`src/hdl/sacr_pkg.sv`:
```
/*
  Constants, field positions, reset values and types for the converter control block.
  Assumes a byte-wide register port with 8-bit register addresses and a single core clock.
*/
// Function
// RL1: Five-bit channel field routes converter positive input
// RL2: Channel register upper three bits read zero
// RL3: Conversion clock is source clock over divider+1
// RL4: Source clock is system clock or burst oscillator
// RL5: Repeat field sums one, four, eight, sixteen conversions
// RL6: Burst mode chains conversions from one start
// RL7: Software keeps right justification when repeating
// RL8: Right-justified high byte holds upper accumulated bits
// RL9: Right-justified low byte holds lower eight bits
// RL10: Left-justified result, low nibble reads zero
// RL11: Enable clear means shutdown, no starts accepted
// RL12: Done flag set on busy fall, sticky
// RL13: Busy reads one while conversion runs
// RL14: Writing busy one starts only in mode zero
// RL15: Window flag set by hardware, cleared by software
// RL16: Start mode selects software, timers or pin
// RL17: Gain word is high byte plus low nibble
// RL18: Extra gain bit adds one sixty-fourth
// RL19: Configuration bit zero enables gain programming
// RL20: Result bytes address and load gain registers
// RL21: Effective gain is word plus sixty-four steps
// RL22: Extra gain bit resets to one
// RL23: Software avoids conversions during gain programming
// RL24: Accumulator clears at each new sequence
package sacr_pkg;

  // ==========================================================
  // Register addresses
  localparam logic [7:0] ADDR_GAIN_HIGH = 8'h04;
  localparam logic [7:0] ADDR_GAIN_LOW = 8'h07;
  localparam logic [7:0] ADDR_GAIN_EXTRA = 8'h08;
  localparam logic [7:0] ADDR_CHANNEL = 8'hBB;
  localparam logic [7:0] ADDR_CONFIG = 8'hBC;
  localparam logic [7:0] ADDR_RES_LOW = 8'hBD;
  localparam logic [7:0] ADDR_RES_HIGH = 8'hBE;
  localparam logic [7:0] ADDR_CONTROL = 8'hE8;

  // ==========================================================
  // Reset values
  localparam logic [4:0] RST_CHANNEL = 5'h1F;
  localparam logic [7:0] RST_CONFIG = 8'hF8;
  localparam logic [7:0] RST_CONTROL = 8'h00;
  localparam logic [7:0] RST_RESULT = 8'h00;
  localparam logic [7:0] RST_GAIN_HIGH = 8'hFC;
  localparam logic [3:0] RST_GAIN_LOW = 4'h0;
  localparam logic RST_GAIN_EXTRA = 1'b1;

  // ==========================================================
  // Field positions
  localparam int CFG_SC_LSB = 3;
  localparam int CFG_RPT_LSB = 1;
  localparam int CFG_GAIN_EN = 0;
  localparam int CTL_EN = 7;
  localparam int CTL_BURST = 6;
  localparam int CTL_DONE = 5;
  localparam int CTL_BUSY = 4;
  localparam int CTL_WIN = 3;
  localparam int CTL_LJST = 2;
  localparam int CTL_CM_LSB = 0;
  localparam int GAIN_LOW_LSB = 4;

  // ==========================================================
  // Channel codes, repeat codes, start modes, gain step
  localparam logic [4:0] CH_LAST_PIN = 5'h0F;
  localparam logic [4:0] CH_TEMP = 5'h18;
  localparam logic [4:0] CH_SUPPLY = 5'h19;
  localparam logic [1:0] RPT_1 = 2'h0;
  localparam logic [1:0] RPT_4 = 2'h1;
  localparam logic [1:0] RPT_8 = 2'h2;
  localparam logic [4:0] CNT_1 = 5'h01;
  localparam logic [4:0] CNT_4 = 5'h04;
  localparam logic [4:0] CNT_8 = 5'h08;
  localparam logic [4:0] CNT_16 = 5'h10;
  localparam logic [1:0] CM_SOFTWARE = 2'h0;
  localparam logic [1:0] CM_TIMER1 = 2'h1;
  localparam logic [1:0] CM_EXT_PIN = 2'h2;
  localparam logic [12:0] GAIN_SIXTY_FOURTH = 13'h0040;

  typedef enum logic [1:0] {
    ST_IDLE = 2'b01,
    ST_CONV = 2'b10
  } sacr_state_t;

  typedef enum logic [3:0] {
    SRC_PIN = 4'b0001,
    SRC_TEMP = 4'b0010,
    SRC_SUPPLY = 4'b0100,
    SRC_GROUND = 4'b1000
  } sacr_src_t;

endpackage

```
`src/hdl/sacr_sar_clk_div.sv`:
```
/*
  Divider that turns source-clock ticks into one-cycle conversion clock ticks.
  Assumes src_tick is synchronous to core_clk; the tick stays high for system clock source.
*/
module sacr_sar_clk_div
  import sacr_pkg::*;
#(
  parameter int DIV_W = 5
)
(
  // Clock and reset
  input wire logic core_clk,
  input wire logic reset,
  // Control
  input wire logic run,
  input wire logic src_tick,
  input wire logic [DIV_W-1:0] divisor,
  // Divided tick
  output logic sar_tick
);

  // ==========================================================
  // State
  typedef struct packed {
    logic [DIV_W-1:0] cnt;
    logic tick;
  } sacr_div_t;

  sacr_div_t st_r;
  sacr_div_t st_nxt;

  always_comb
  begin
    st_nxt = st_r;
    st_nxt.tick = 1'b0;
    if (!run)
    begin
      // Restart phase so each conversion started from idle sees whole periods; burst-chained conversions keep the running phase
      st_nxt.cnt = '0;
    end
    else if (src_tick)
    begin
      if (st_r.cnt >= divisor)
      begin
        st_nxt.cnt = '0;
        st_nxt.tick = 1'b1; // see RL3
      end
      else
      begin
        st_nxt.cnt = st_r.cnt + 1'b1;
      end
    end
  end

  always_ff @(posedge core_clk or posedge reset)
  begin
    if (reset)
    begin
      st_r <= '0;
    end
    else
    begin
      st_r <= st_nxt;
    end
  end

  assign sar_tick = st_r.tick;
endmodule

```
`src/hdl/sacr_ctrl.sv`:
```
/*
  Register block and sequencer around a 12-bit successive-approximation converter.
  Assumes the converter core answers each start with one core_done pulse and its data,
  and that the window detector outside reports matches as one-cycle pulses.
*/
module sacr_ctrl
  import sacr_pkg::*;
(
  // Clock and reset
  input wire logic core_clk,
  input wire logic reset,
  // Register port
  input wire logic [7:0] reg_addr,
  input wire logic reg_wr,
  input wire logic [7:0] reg_wdata,
  input wire logic reg_rd,
  output logic [7:0] reg_rdata,
  // Start sources
  input wire logic timer1_overflow,
  input wire logic timer2_overflow,
  input wire logic external_start_pin,
  // Burst oscillator tick
  input wire logic burst_osc_tick,
  // Converter core
  input wire logic core_done,
  input wire logic [11:0] core_data,
  input wire logic window_match,
  output logic conv_start,
  output logic conversion_clock_tick,
  output logic converter_enable,
  output logic burst_enable,
  // Input multiplexer
  output logic [4:0] channel_field,
  output logic [3:0] mux_source,
  output logic [3:0] mux_pin,
  // Gain
  output logic [11:0] gain_word,
  output logic extra_sixty_fourth_gain,
  output logic [12:0] effective_gain,
  // Flags
  output logic end_of_conversion_irq,
  output logic window_compare_irq
);

  // ==========================================================
  // State
  typedef struct packed {
    sacr_state_t state;
    logic [4:0] ch;
    sacr_src_t src;
    logic [3:0] pin;
    logic [4:0] sc;
    logic [1:0] rpt;
    logic gain_en;
    logic en;
    logic burst;
    logic done;
    logic busy;
    logic win;
    logic ljst;
    logic [1:0] cm;
    logic [7:0] gain_addr;
    logic [7:0] gain_hi;
    logic [3:0] gain_lo;
    logic gain_add;
    logic [12:0] eff_gain;
    logic [7:0] res_hi;
    logic [7:0] res_lo;
    logic [15:0] acc;
    logic [4:0] cnt;
    logic conv_start;
    logic ext_prev;
    logic [7:0] rdata;
  } sacr_ctrl_st_t;

  sacr_ctrl_st_t st_r;
  sacr_ctrl_st_t st_nxt;
  sacr_ctrl_st_t st_rst;

  logic sar_tick;
  logic src_tick;
  logic wr_ctl, wr_cfg, wr_ch, wr_lo, wr_hi;
  logic sw_start, trig, seq_end;
  logic [4:0] target;
  logic [4:0] cnt_inc;
  logic [15:0] sum;

  // ==========================================================
  // Conversion clock
  // Burst oscillator is modelled as a tick enable to keep one clock domain
  assign src_tick = st_r.burst ? burst_osc_tick : 1'b1; // see RL4

  sacr_sar_clk_div #(
    .DIV_W(5)
  ) u_div (
    .core_clk(core_clk),
    .reset(reset),
    .run(st_r.state == ST_CONV),
    .src_tick(src_tick),
    .divisor(st_r.sc),
    .sar_tick(sar_tick)
  );

  // ==========================================================
  // Decode
  always_comb
  begin
    wr_ctl = reg_wr && (reg_addr == ADDR_CONTROL);
    wr_cfg = reg_wr && (reg_addr == ADDR_CONFIG);
    wr_ch = reg_wr && (reg_addr == ADDR_CHANNEL);
    wr_lo = reg_wr && (reg_addr == ADDR_RES_LOW);
    wr_hi = reg_wr && (reg_addr == ADDR_RES_HIGH);
    // Writing zero to busy does nothing
    sw_start = wr_ctl && reg_wdata[CTL_BUSY] && (st_r.cm == CM_SOFTWARE); // see RL14
    case (st_r.cm) // see RL16
      CM_SOFTWARE: trig = sw_start;
      CM_TIMER1: trig = timer1_overflow;
      CM_EXT_PIN: trig = external_start_pin && !st_r.ext_prev;
      default: trig = timer2_overflow;
    endcase
    case (st_r.rpt) // see RL5
      RPT_1: target = CNT_1;
      RPT_4: target = CNT_4;
      RPT_8: target = CNT_8;
      default: target = CNT_16;
    endcase
    cnt_inc = st_r.cnt + 5'h01;
    sum = st_r.acc + {4'h0, core_data};
    seq_end = (st_r.state == ST_CONV) && st_r.en && core_done && (cnt_inc == target);
  end

  // ==========================================================
  // Next state
  always_comb
  begin
    st_nxt = st_r;
    st_nxt.conv_start = 1'b0;
    st_nxt.ext_prev = external_start_pin;

    // Register writes
    if (wr_ch)
      st_nxt.ch = reg_wdata[4:0]; // see RL2
    if (wr_cfg)
    begin
      st_nxt.sc = reg_wdata[CFG_SC_LSB +: 5];
      st_nxt.rpt = reg_wdata[CFG_RPT_LSB +: 2];
      st_nxt.gain_en = reg_wdata[CFG_GAIN_EN]; // see RL19
    end
    if (wr_ctl)
    begin
      st_nxt.en = reg_wdata[CTL_EN];
      st_nxt.burst = reg_wdata[CTL_BURST];
      st_nxt.done = reg_wdata[CTL_DONE];
      st_nxt.win = reg_wdata[CTL_WIN]; // see RL15
      st_nxt.ljst = reg_wdata[CTL_LJST];
      st_nxt.cm = reg_wdata[CTL_CM_LSB +: 2];
    end
    // Gain registers are reached only through the result bytes and never read back
    if (st_r.gain_en)
    begin
      if (wr_hi)
        st_nxt.gain_addr = reg_wdata; // see RL20
      if (wr_lo)
        case (st_r.gain_addr) // see RL17
          ADDR_GAIN_HIGH: st_nxt.gain_hi = reg_wdata;
          ADDR_GAIN_LOW: st_nxt.gain_lo = reg_wdata[GAIN_LOW_LSB +: 4];
          ADDR_GAIN_EXTRA: st_nxt.gain_add = reg_wdata[0]; // see RL18
          default: st_nxt.gain_lo = st_r.gain_lo;
        endcase
    end
    else
    begin
      if (wr_hi)
        st_nxt.res_hi = reg_wdata;
      if (wr_lo)
        st_nxt.res_lo = reg_wdata;
    end
    st_nxt.eff_gain = {1'b0, st_r.gain_hi, st_r.gain_lo}
      + (st_r.gain_add ? GAIN_SIXTY_FOURTH : 13'h0000); // see RL21

    // Channel routing; unlisted codes fall to ground
    st_nxt.pin = st_r.ch[3:0];
    if (st_r.ch <= CH_LAST_PIN) // see RL1
      st_nxt.src = SRC_PIN;
    else if (st_r.ch == CH_TEMP)
      st_nxt.src = SRC_TEMP;
    else if (st_r.ch == CH_SUPPLY)
      st_nxt.src = SRC_SUPPLY;
    else
      st_nxt.src = SRC_GROUND;

    // Sequencer
    case (st_r.state)
      ST_IDLE:
      begin
        if (trig && st_r.en) // see RL11
        begin
          if (st_r.cnt == 5'h00)
            st_nxt.acc = 16'h0000; // see RL24
          st_nxt.conv_start = 1'b1;
          st_nxt.busy = 1'b1; // see RL13
          st_nxt.state = ST_CONV;
        end
      end
      ST_CONV:
      begin
        if (!st_r.en)
        begin
          // Disabling aborts the sequence and drops partial sums
          st_nxt.state = ST_IDLE;
          st_nxt.busy = 1'b0;
          st_nxt.cnt = 5'h00;
        end
        else if (core_done)
        begin
          st_nxt.acc = sum;
          if (seq_end)
          begin
            st_nxt.cnt = 5'h00;
            st_nxt.busy = 1'b0;
            st_nxt.state = ST_IDLE;
            if (st_r.ljst)
            begin
              st_nxt.res_hi = sum[11:4]; // see RL10
              st_nxt.res_lo = {sum[3:0], 4'h0};
            end
            else
            begin
              st_nxt.res_hi = sum[15:8]; // see RL8
              st_nxt.res_lo = sum[7:0]; // see RL9
            end
          end
          else if (st_r.burst)
          begin
            st_nxt.cnt = cnt_inc;
            st_nxt.conv_start = 1'b1; // see RL6
          end
          else
          begin
            // Each further conversion waits for its own start
            st_nxt.cnt = cnt_inc;
            st_nxt.busy = 1'b0;
            st_nxt.state = ST_IDLE;
          end
        end
      end
      default:
      begin
        st_nxt.state = ST_IDLE;
        st_nxt.busy = 1'b0;
      end
    endcase

    // Hardware set wins over a software clear in the same cycle
    if (seq_end)
      st_nxt.done = 1'b1; // see RL12
    if (window_match)
      st_nxt.win = 1'b1; // see RL15

    // Read data
    if (reg_rd)
      case (reg_addr)
        ADDR_CHANNEL: st_nxt.rdata = {3'h0, st_r.ch}; // see RL2
        ADDR_CONFIG: st_nxt.rdata = {st_r.sc, st_r.rpt, st_r.gain_en};
        ADDR_RES_LOW: st_nxt.rdata = st_r.res_lo;
        ADDR_RES_HIGH: st_nxt.rdata = st_r.res_hi;
        ADDR_CONTROL: st_nxt.rdata = {st_r.en, st_r.burst, st_r.done, st_r.busy,
                                      st_r.win, st_r.ljst, st_r.cm};
        default: st_nxt.rdata = 8'h00;
      endcase
  end

  // ==========================================================
  // Registers
  always_comb
  begin
    st_rst = '0;
    st_rst.state = ST_IDLE;
    st_rst.ch = RST_CHANNEL;
    st_rst.src = SRC_GROUND;
    st_rst.pin = RST_CHANNEL[3:0];
    st_rst.sc = RST_CONFIG[CFG_SC_LSB +: 5];
    st_rst.rpt = RST_CONFIG[CFG_RPT_LSB +: 2];
    st_rst.gain_en = RST_CONFIG[CFG_GAIN_EN];
    st_rst.cm = RST_CONTROL[CTL_CM_LSB +: 2];
    st_rst.gain_hi = RST_GAIN_HIGH;
    st_rst.gain_lo = RST_GAIN_LOW;
    st_rst.gain_add = RST_GAIN_EXTRA; // see RL22
    st_rst.eff_gain = {1'b0, RST_GAIN_HIGH, RST_GAIN_LOW} + GAIN_SIXTY_FOURTH;
    st_rst.res_hi = RST_RESULT;
    st_rst.res_lo = RST_RESULT;
  end

  always_ff @(posedge core_clk or posedge reset)
  begin
    if (reset)
      st_r <= st_rst;
    else
      st_r <= st_nxt;
  end

  assign reg_rdata = st_r.rdata;
  assign conv_start = st_r.conv_start;
  assign conversion_clock_tick = sar_tick;
  assign converter_enable = st_r.en;
  assign burst_enable = st_r.burst;
  assign channel_field = st_r.ch;
  assign mux_source = st_r.src;
  assign mux_pin = st_r.pin;
  assign gain_word = {st_r.gain_hi, st_r.gain_lo};
  assign extra_sixty_fourth_gain = st_r.gain_add;
  assign effective_gain = st_r.eff_gain;
  assign end_of_conversion_irq = st_r.done;
  assign window_compare_irq = st_r.win;
endmodule

```
`config.mk`:
```
export PLATFORM = sky130hd
export DESIGN_NAME = sacr_ctrl
export DESIGN_NICKNAME = d
export VERILOG_FILES = /design/src/hdl/sacr_pkg.sv /design/src/hdl/sacr_sar_clk_div.sv /design/src/hdl/sacr_ctrl.sv
export SDC_FILE = /design/constraint.sdc
export NUM_CORES = 1
export LEC_CHECK = 0
export BUFFER_PORTS_ARGS = -buffer_cell sky130_fd_sc_hd__buf_2
export CORE_MARGIN = 4
export CORE_UTILIZATION = 37
export CTS_CLUSTER_SIZE = 14
export DETAILED_ROUTE_END_ITERATION = 10
export PLACE_DENSITY_LB_ADDON = 0.08
export SYNTH_ARGS = -nofsm -noshare
export SYNTH_HDL_FRONTEND = slang
export SYNTH_SLANG_ARGS = --single-unit
```
`constraint.sdc`:
```
create_clock -name core_clk -period 4.7 [get_ports core_clk]
set_input_delay 0.47 -clock core_clk [delete_from_list [all_inputs] [get_ports core_clk]]
set_output_delay 0.47 -clock core_clk [all_outputs]
set_load 0.005 [all_outputs]
```
==> run summary, run 1 <==
Residual DRC: 0
Unrepaired setup endpoints after global routing: no
Crit-path max FO: 14
Number of diodes: 0
Global-route wire length before repair: 28200 um
Clock Latency Late Sink: 0.42 ns
I/O pin cnt: 91
Initial core utilization: 37.7%
Syn_nets: 724
Post-layout util: 42.7%
Final setup fails: 0
Top FF cell, synth: dfrtp_1
Via/cell ratio: 5.42
Layout cells sized above 1: 28.6%
Crit path kind: reg2reg
Final-report hold violation count: 0
Routed Wire Length: 17600 um
CTS buffer count: 17
Worst VDD drop: 0.000245 V
Leak: 3.70 nW
Fmax: 352 MHz
Die width: 144 um
Clock root buffer: clkbuf_16
Core area: 18000 um^2
Drt pass-1 iters: 4
Die Ht: 144 um
Fill count: 1787
#FFs+latches synth: 117
Post-CTS Setup Bufs: 0
Largest net degree at the start of global routing: 60
Hold crit path type: in2async
CTS tree: yes
Synth cell types: 74
Grt total ovfl: 0
# port buffers: 90
Antenna Nets Post-Route: 0
CTS H-Tree Depth: 4
Post-CTS Hold Fix Bufs: 0
Post-Syn Area: 6790 um^2
Sequential Area: 2960 um^2
Reg clk slew, reported paths: 0.06 ns
Yosys warns: 0
Startpoint Class: register
Seq/Total Area, Yosys: 43.5%
Dpl hpwl: 12800 um
CTS Buffer Depth: 2
Top post-synthesis cells by area: dfrtp_1, dfstp_2, mux2_2
Die area: 20600 um^2
Placement row count: 49
Nets: 768
Worst slew pin tran: 1.04 ns
Asr flop ratio synth: 100%
Initial antenna violation count: 0
Post-synth top area share: 34.3%
Status: finished, final reports clean
Reg2reg path depth: 7
Initial drt markers: 304
Cells after synthesis: 661
Max Cap Viol: 0
Period minus WS final: 2.84 ns
R2R setup slack: 1.86 ns
Synth area leader: dfrtp_1
Clk sink count: 117
WP data required: 4.97 ns
Slew Limit Fails: 0
Setup TNS: 0 ns
Relative slew slack: 30.0%
Pwr dens: 332 nW/um^2
Vias: 5133
Total track usage: 17.6%
Fin Clk Skew: 0.00805 ns
Area of the multi-input gates: 3280 um^2
Area grow syn2layout: 13.3%
Vias in the first global route: 5031
CP Capture Type: register
Post-CTS sizing: 0
Post-Syn Area per Cell: 10.3 um^2
DR WL/cell: 18.6 um
Worst r2r src: st_r[111]$_DFFE_PP0P_
EDFF count, synth: 0
Reg2reg end: st_r[46]$_DFF_PP0_
Crit share post-route: 60.4%
RePlAce Congestion: 0.896
WP data arrival: 3.11 ns
==> cells in the mapped netlist, drive strengths merged (6+ instances only) <==
cell and count:
dfstp 24, clkbuf 15, mux2i 34, nand3 17, xnor2 11, inv 24
a211oi 7, nor2 40, ha 24, a21o 10, o21ai 23, a221oi 11
o22ai 8, dfrtp 93, mux2 39, nor3 12, a22o 8, a2111oi 6
nor2b 10, buf 54, nand2 54, a21oi 35, and3 14
==> stage by stage <==
stage	cell area [um^2]	hold slack [ns]	std cells	setup slack (ns)	total power [mW]
after floorplan	6790	0.370	661	1.17	1.19
after global placement	7100	0.373	915	1.81	1.26
after detailed placement	7100	0.376	915	1.78	1.26
after CTS	7700	0.168	947	1.83	2.60
after global routing	7700	0.179	947	1.56	2.66
final	7700	0.157	947	1.86	2.56
==> final cells by class <==
| type | count | area share, % |
|---|---|---|
| clock buffer | 18 | 5.58 |
| clock inverter | 14 | 2.16 |
| inverter | 24 | 1.20 |
| multi-input combinational | 451 | 42.7 |
| sequential | 117 | 38.4 |
| tap | 229 | 3.72 |
| timing repair buffer | 94 | 6.24 |
==> worst max path at each step <==
stage | from | end | slack [ns]
final | st_r[111]$_DFFE_PP0P_ | st_r[46]$_DFF_PP0_ | 1.86
after global routing | st_r[111]$_DFFE_PP0P_ | st_r[46]$_DFF_PP0_ | 1.56
after CTS | st_r[111]$_DFFE_PP0P_ | st_r[46]$_DFF_PP0_ | 1.83
after detailed placement | core_data[0] | st_r[45]$_DFF_PP0_ | 1.78
after global placement | core_data[0] | st_r[45]$_DFF_PP0_ | 1.81
after floorplan | reset | burst_enable$_DFFE_PP0N_ | 1.17
==> critical path: stages, from the launching register on <==
cell     delay (ns)
dfrtp_1        0.51
ha_1           0.46
and2_1         0.24
nand2_1        0.31
nor2_1         0.24
o21ai_1        0.38
o21ai_0        0.41
o41ai_2        0.15
==> placed cells by master, fill, tap and decap left out, types with 5 or more instances in the layout <==
cell,n
dfrtp_1,93
xnor2_1,10
a21o_1,10
buf_2,90
o22ai_1,8
o21ai_0,22
ha_1,24
nor2b_1,10
inv_1,23
and3_1,14
mux2i_1,34
a22o_1,8
a221oi_1,9
o31ai_1,5
mux2_2,39
o21a_1,5
inv_6,6
a21oi_1,35
nor3_1,9
a211oi_1,7
nor4_1,5
dfstp_2,24
nand2_1,53
xor2_1,5
a2111oi_0,6
nand3_1,17
or3_1,5
clkbuf_16,17
nor2_1,39
==> per-layer routing <==
layer	wire, um	track usage (%)
met4	279	6.14
met3	830	3.39
met2	8120	27.8
met5	0	0
met1	8350	24.2
==> state kept, by name (all words and copies together) (netlist names) <==
signal and cells:
burst_enable 1, channel_field 5, conv_start 1, converter_enable 1, effective_gain 13, end_of_conversion_irq 1, extra_sixty_fourth_gain 1, gain_word 12
mux_pin 4, mux_source 4, reg_rdata 8, st_r 59, u_div.sar_tick 1, u_div.st_r 5, window_compare_irq 1
==> kinds of logic (layout without fill, tap and decap cells) <==
kind of cell,after synthesis,after routing,share of synthesized area [%]
AND/OR/NAND/NOR,184,184,14.0
AO/OA/AOI/OAI,153,153,16.0
flip-flops,117,117,43.5
buffers and inverters,93,150,8.14
multiplexers,73,73,11.5
adder cells (fa/ha/maj),25,25,4.71
XOR/XNOR,16,16,2.17
==> power by group <==
group | leakage, nW | switching (mW) | total [mW] | internal (mW)
sequential | 1.50 | 0.0269 | 1.07 | 1.04
clock | 0.289 | 0.520 | 1.32 | 0.797
combinational | 1.91 | 0.109 | 0.176 | 0.0663
total | 3.70 | 0.657 | 2.56 | 1.90
Power figures use the tool's default switching activity.
==> inputs of run 2 (changes only) <==
==> constraint.sdc (replaced) <==
create_clock -name core_clk -period 2.6 [get_ports core_clk]
set_input_delay 0.26 -clock core_clk [delete_from_list [all_inputs] [get_ports core_clk]]
set_output_delay 0.26 -clock core_clk [all_outputs]
set_load 0.005 [all_outputs]
==> run 2 against run 1 <==
Against the previous run: the run now ends with negative hold slack left; register-to-register slack lost 1.7 ns; sequential power grew 79%; via count grew 1.7%; final cell count grew 2.9%; maximum frequency grew 16%; sequential share of layout area shrank 1.2 points; wire length grew 2.1%; total power grew 79%; worst hold slack lost 0.17 ns; final area grew 3.3%; combinational power grew 94%; highest routed layer unchanged.
==> run summary, run 2 (synthesized netlist as in run 1, its figures left out) <==
Reg2reg end: st_r[43]$_DFF_PP0_
Area grow syn2layout: 17.0%
Global-route wire length before repair: 28600 um
Final setup fails: 0
Vias: 5220
Place WS: 0.0978 ns
Fin Clk Skew: 0.00892 ns
P_sw: 1.21 mW
Die width: 144 um
Relative slew slack: 54.2%
Nets: 795
Clock root buffer: clkbuf_16
R2R setup slack: 0.14 ns
Fill count: 1766
CTS tree: yes
Period minus WS final: 2.46 ns
Failing checks: negative hold slack
Slew Limit Fails: 0
Sequence of cells on the critical path: ha_1 -> fa_2 -> a21o_1 -> a221oi_2 -> buf_4 -> o211ai_1 -> a21oi_1 -> nor3_1 -> o31a_1
Dpl hpwl: 12900 um
Placement row count: 49
Most common cell after layout, fill and taps aside: dfrtp_1
Max Cap Viol: 0
Leak: 3.82 nW
Layout cells sized above 1: 31.8%
Initial core utilization: 37.7%
Sequential power share: 41.8%
Crit-path max FO: 5
Residual DRC: 0
Vias in the first global route: 5237
Final worst slack: 0.143 ns
Startpoint Class: register
Core area: 18000 um^2
Final-report hold violation count: 5
Area of the multi-input gates: 3320 um^2
Commonest non-fill, non-tap cells in the layout: dfrtp_1, buf_2, nand2_1
Status: complete, but fails checks
Via/cell ratio: 5.36
RePlAce Congestion: 0.840
Die Ht: 144 um
Total track usage: 17.8%
Routed Wire Length: 18000 um
CTS H-Tree Depth: 4
Reg2reg path depth: 9
Slowest CP cell: dfrtp_1
Worst VDD drop: 0.000436 V
Clk sink count: 117
Max reg flops: 59
Pwr dens: 577 nW/um^2
Crit share post-route: 94.5%
Setup TNS: 0 ns
Unrepaired setup endpoints after global routing: yes
P_int: 3.38 mW
Hold WS: -0.0155 ns
Worst path max stage delay: 0.39 ns
Antenna Nets Post-Route: 0
CTS Buffer Depth: 2
Drt pass-1 iters: 5
DR WL/cell: 18.4 um
Worst r2r src: st_r[15]$_DFFE_PP0P_
Comb pwr share: 7.5%
Sequential Area: 2960 um^2
CTS buffer count: 17
WP data required: 2.90 ns
Largest net degree at the start of global routing: 118
WP data arrival: 2.76 ns
Hold crit path type: in2async
Power share of the clock group: 50.7%
CP Capture Type: register
# port buffers: 90
Fmax: 407 MHz
Largest Register: st_r
Crit path launch: st_r[15]$_DFFE_PP0P_
Initial drt markers: 371
Worst slew pin tran: 0.687 ns
I/O pin cnt: 91
Die area: 20600 um^2
Crit path kind: reg2reg
Net Sw Frac: 26.4%
Number of diodes: 0
Clock Latency Late Sink: 0.42 ns
Initial antenna violation count: 0
Reg clk slew, reported paths: 0.06 ns
Grt total ovfl: 0
## run 2: cell count changes in the layout (fill, tap and decap cells not counted), moves of 2 or more
cell        delta
buf_12         +2
clkinvlp_4     +4
buf_4         +24
clkinv_4       -2
## run 2: through the flow
stage / util, % / cells / instance area [um^2] / power [mW] / hold WS, ns
3_3_place_gp: 40.5 / 939 / 7310 / 2.29 / 0.371
4_1_cts: 43.8 / 972 / 7900 / 4.64 / 0.0245
5_1_grt: 44.1 / 974 / 7950 / 4.78 / 0.0347
3_5_place_dp: 40.5 / 939 / 7310 / 2.29 / 0.377
2_1_floorplan: - / 661 / 6800 / 2.15 / 0.291
6_report: 44.1 / 974 / 7950 / 4.59 / -0.0155
## run 2: repair_timing
action | 4_1_cts | 5_1_grt
resized for setup | 0 | 8
endpoints found under the hold margin | 1 | 0
setup endpoints to repair | 0 | 7
setup buffers | 0 | 2
hold buffers | 1 | 0
## run 2: power by group through the flow
stage,registers [mW],logic [mW],clock network (mW)
floorplan,1.93,0.220,0
global placement,1.95,0.336,0
detailed placement,1.95,0.341,0
CTS,1.92,0.344,2.37
global route,1.92,0.384,2.47
finish,1.92,0.342,2.33
## run 2: how the worst max path moves through the flow
stage	to	slack, ns
after floorplan	st_r[45]$_DFF_PP0_	0.14
after global placement	st_r[41]$_DFF_PP0_	0.10
after detailed placement	st_r[44]$_DFF_PP0_	0.1
after CTS	st_r[44]$_DFF_PP0_	0.05
after global routing	st_r[44]$_DFF_PP0_	-0.04
final	st_r[43]$_DFF_PP0_	0.14
## run 2: worst max-delay path, delay by kind of cell, from the launching register on
kind / cells / cell delay [ns]
AOI/OAI and AO/OA: 5 / 1.10
adders and majority gates: 2 / 0.59
buffers and inverters: 1 / 0.19
DFF: 1 / 0.39
and+or+nand+nor: 1 / 0.06
## run 2: metal layers
layer / up-vias / routed length (um) / track usage [%]
met3: 17 / 911 / 3.99
met2: 133 / 8430 / 29.0
li1: 2521 / - / -
met5: - / 0 / 0
met1: 2549 / 8400 / 24.0
met4: 0 / 222 / 4.76
## run 2: final cells by class
class	instances	area share, %
clock buffer	18	5.53
tap	229	3.61
clock inverter	14	1.78
timing repair buffer	121	8.94
sequential	117	37.2
inverter	24	1.18
multi-input combinational	451	41.7
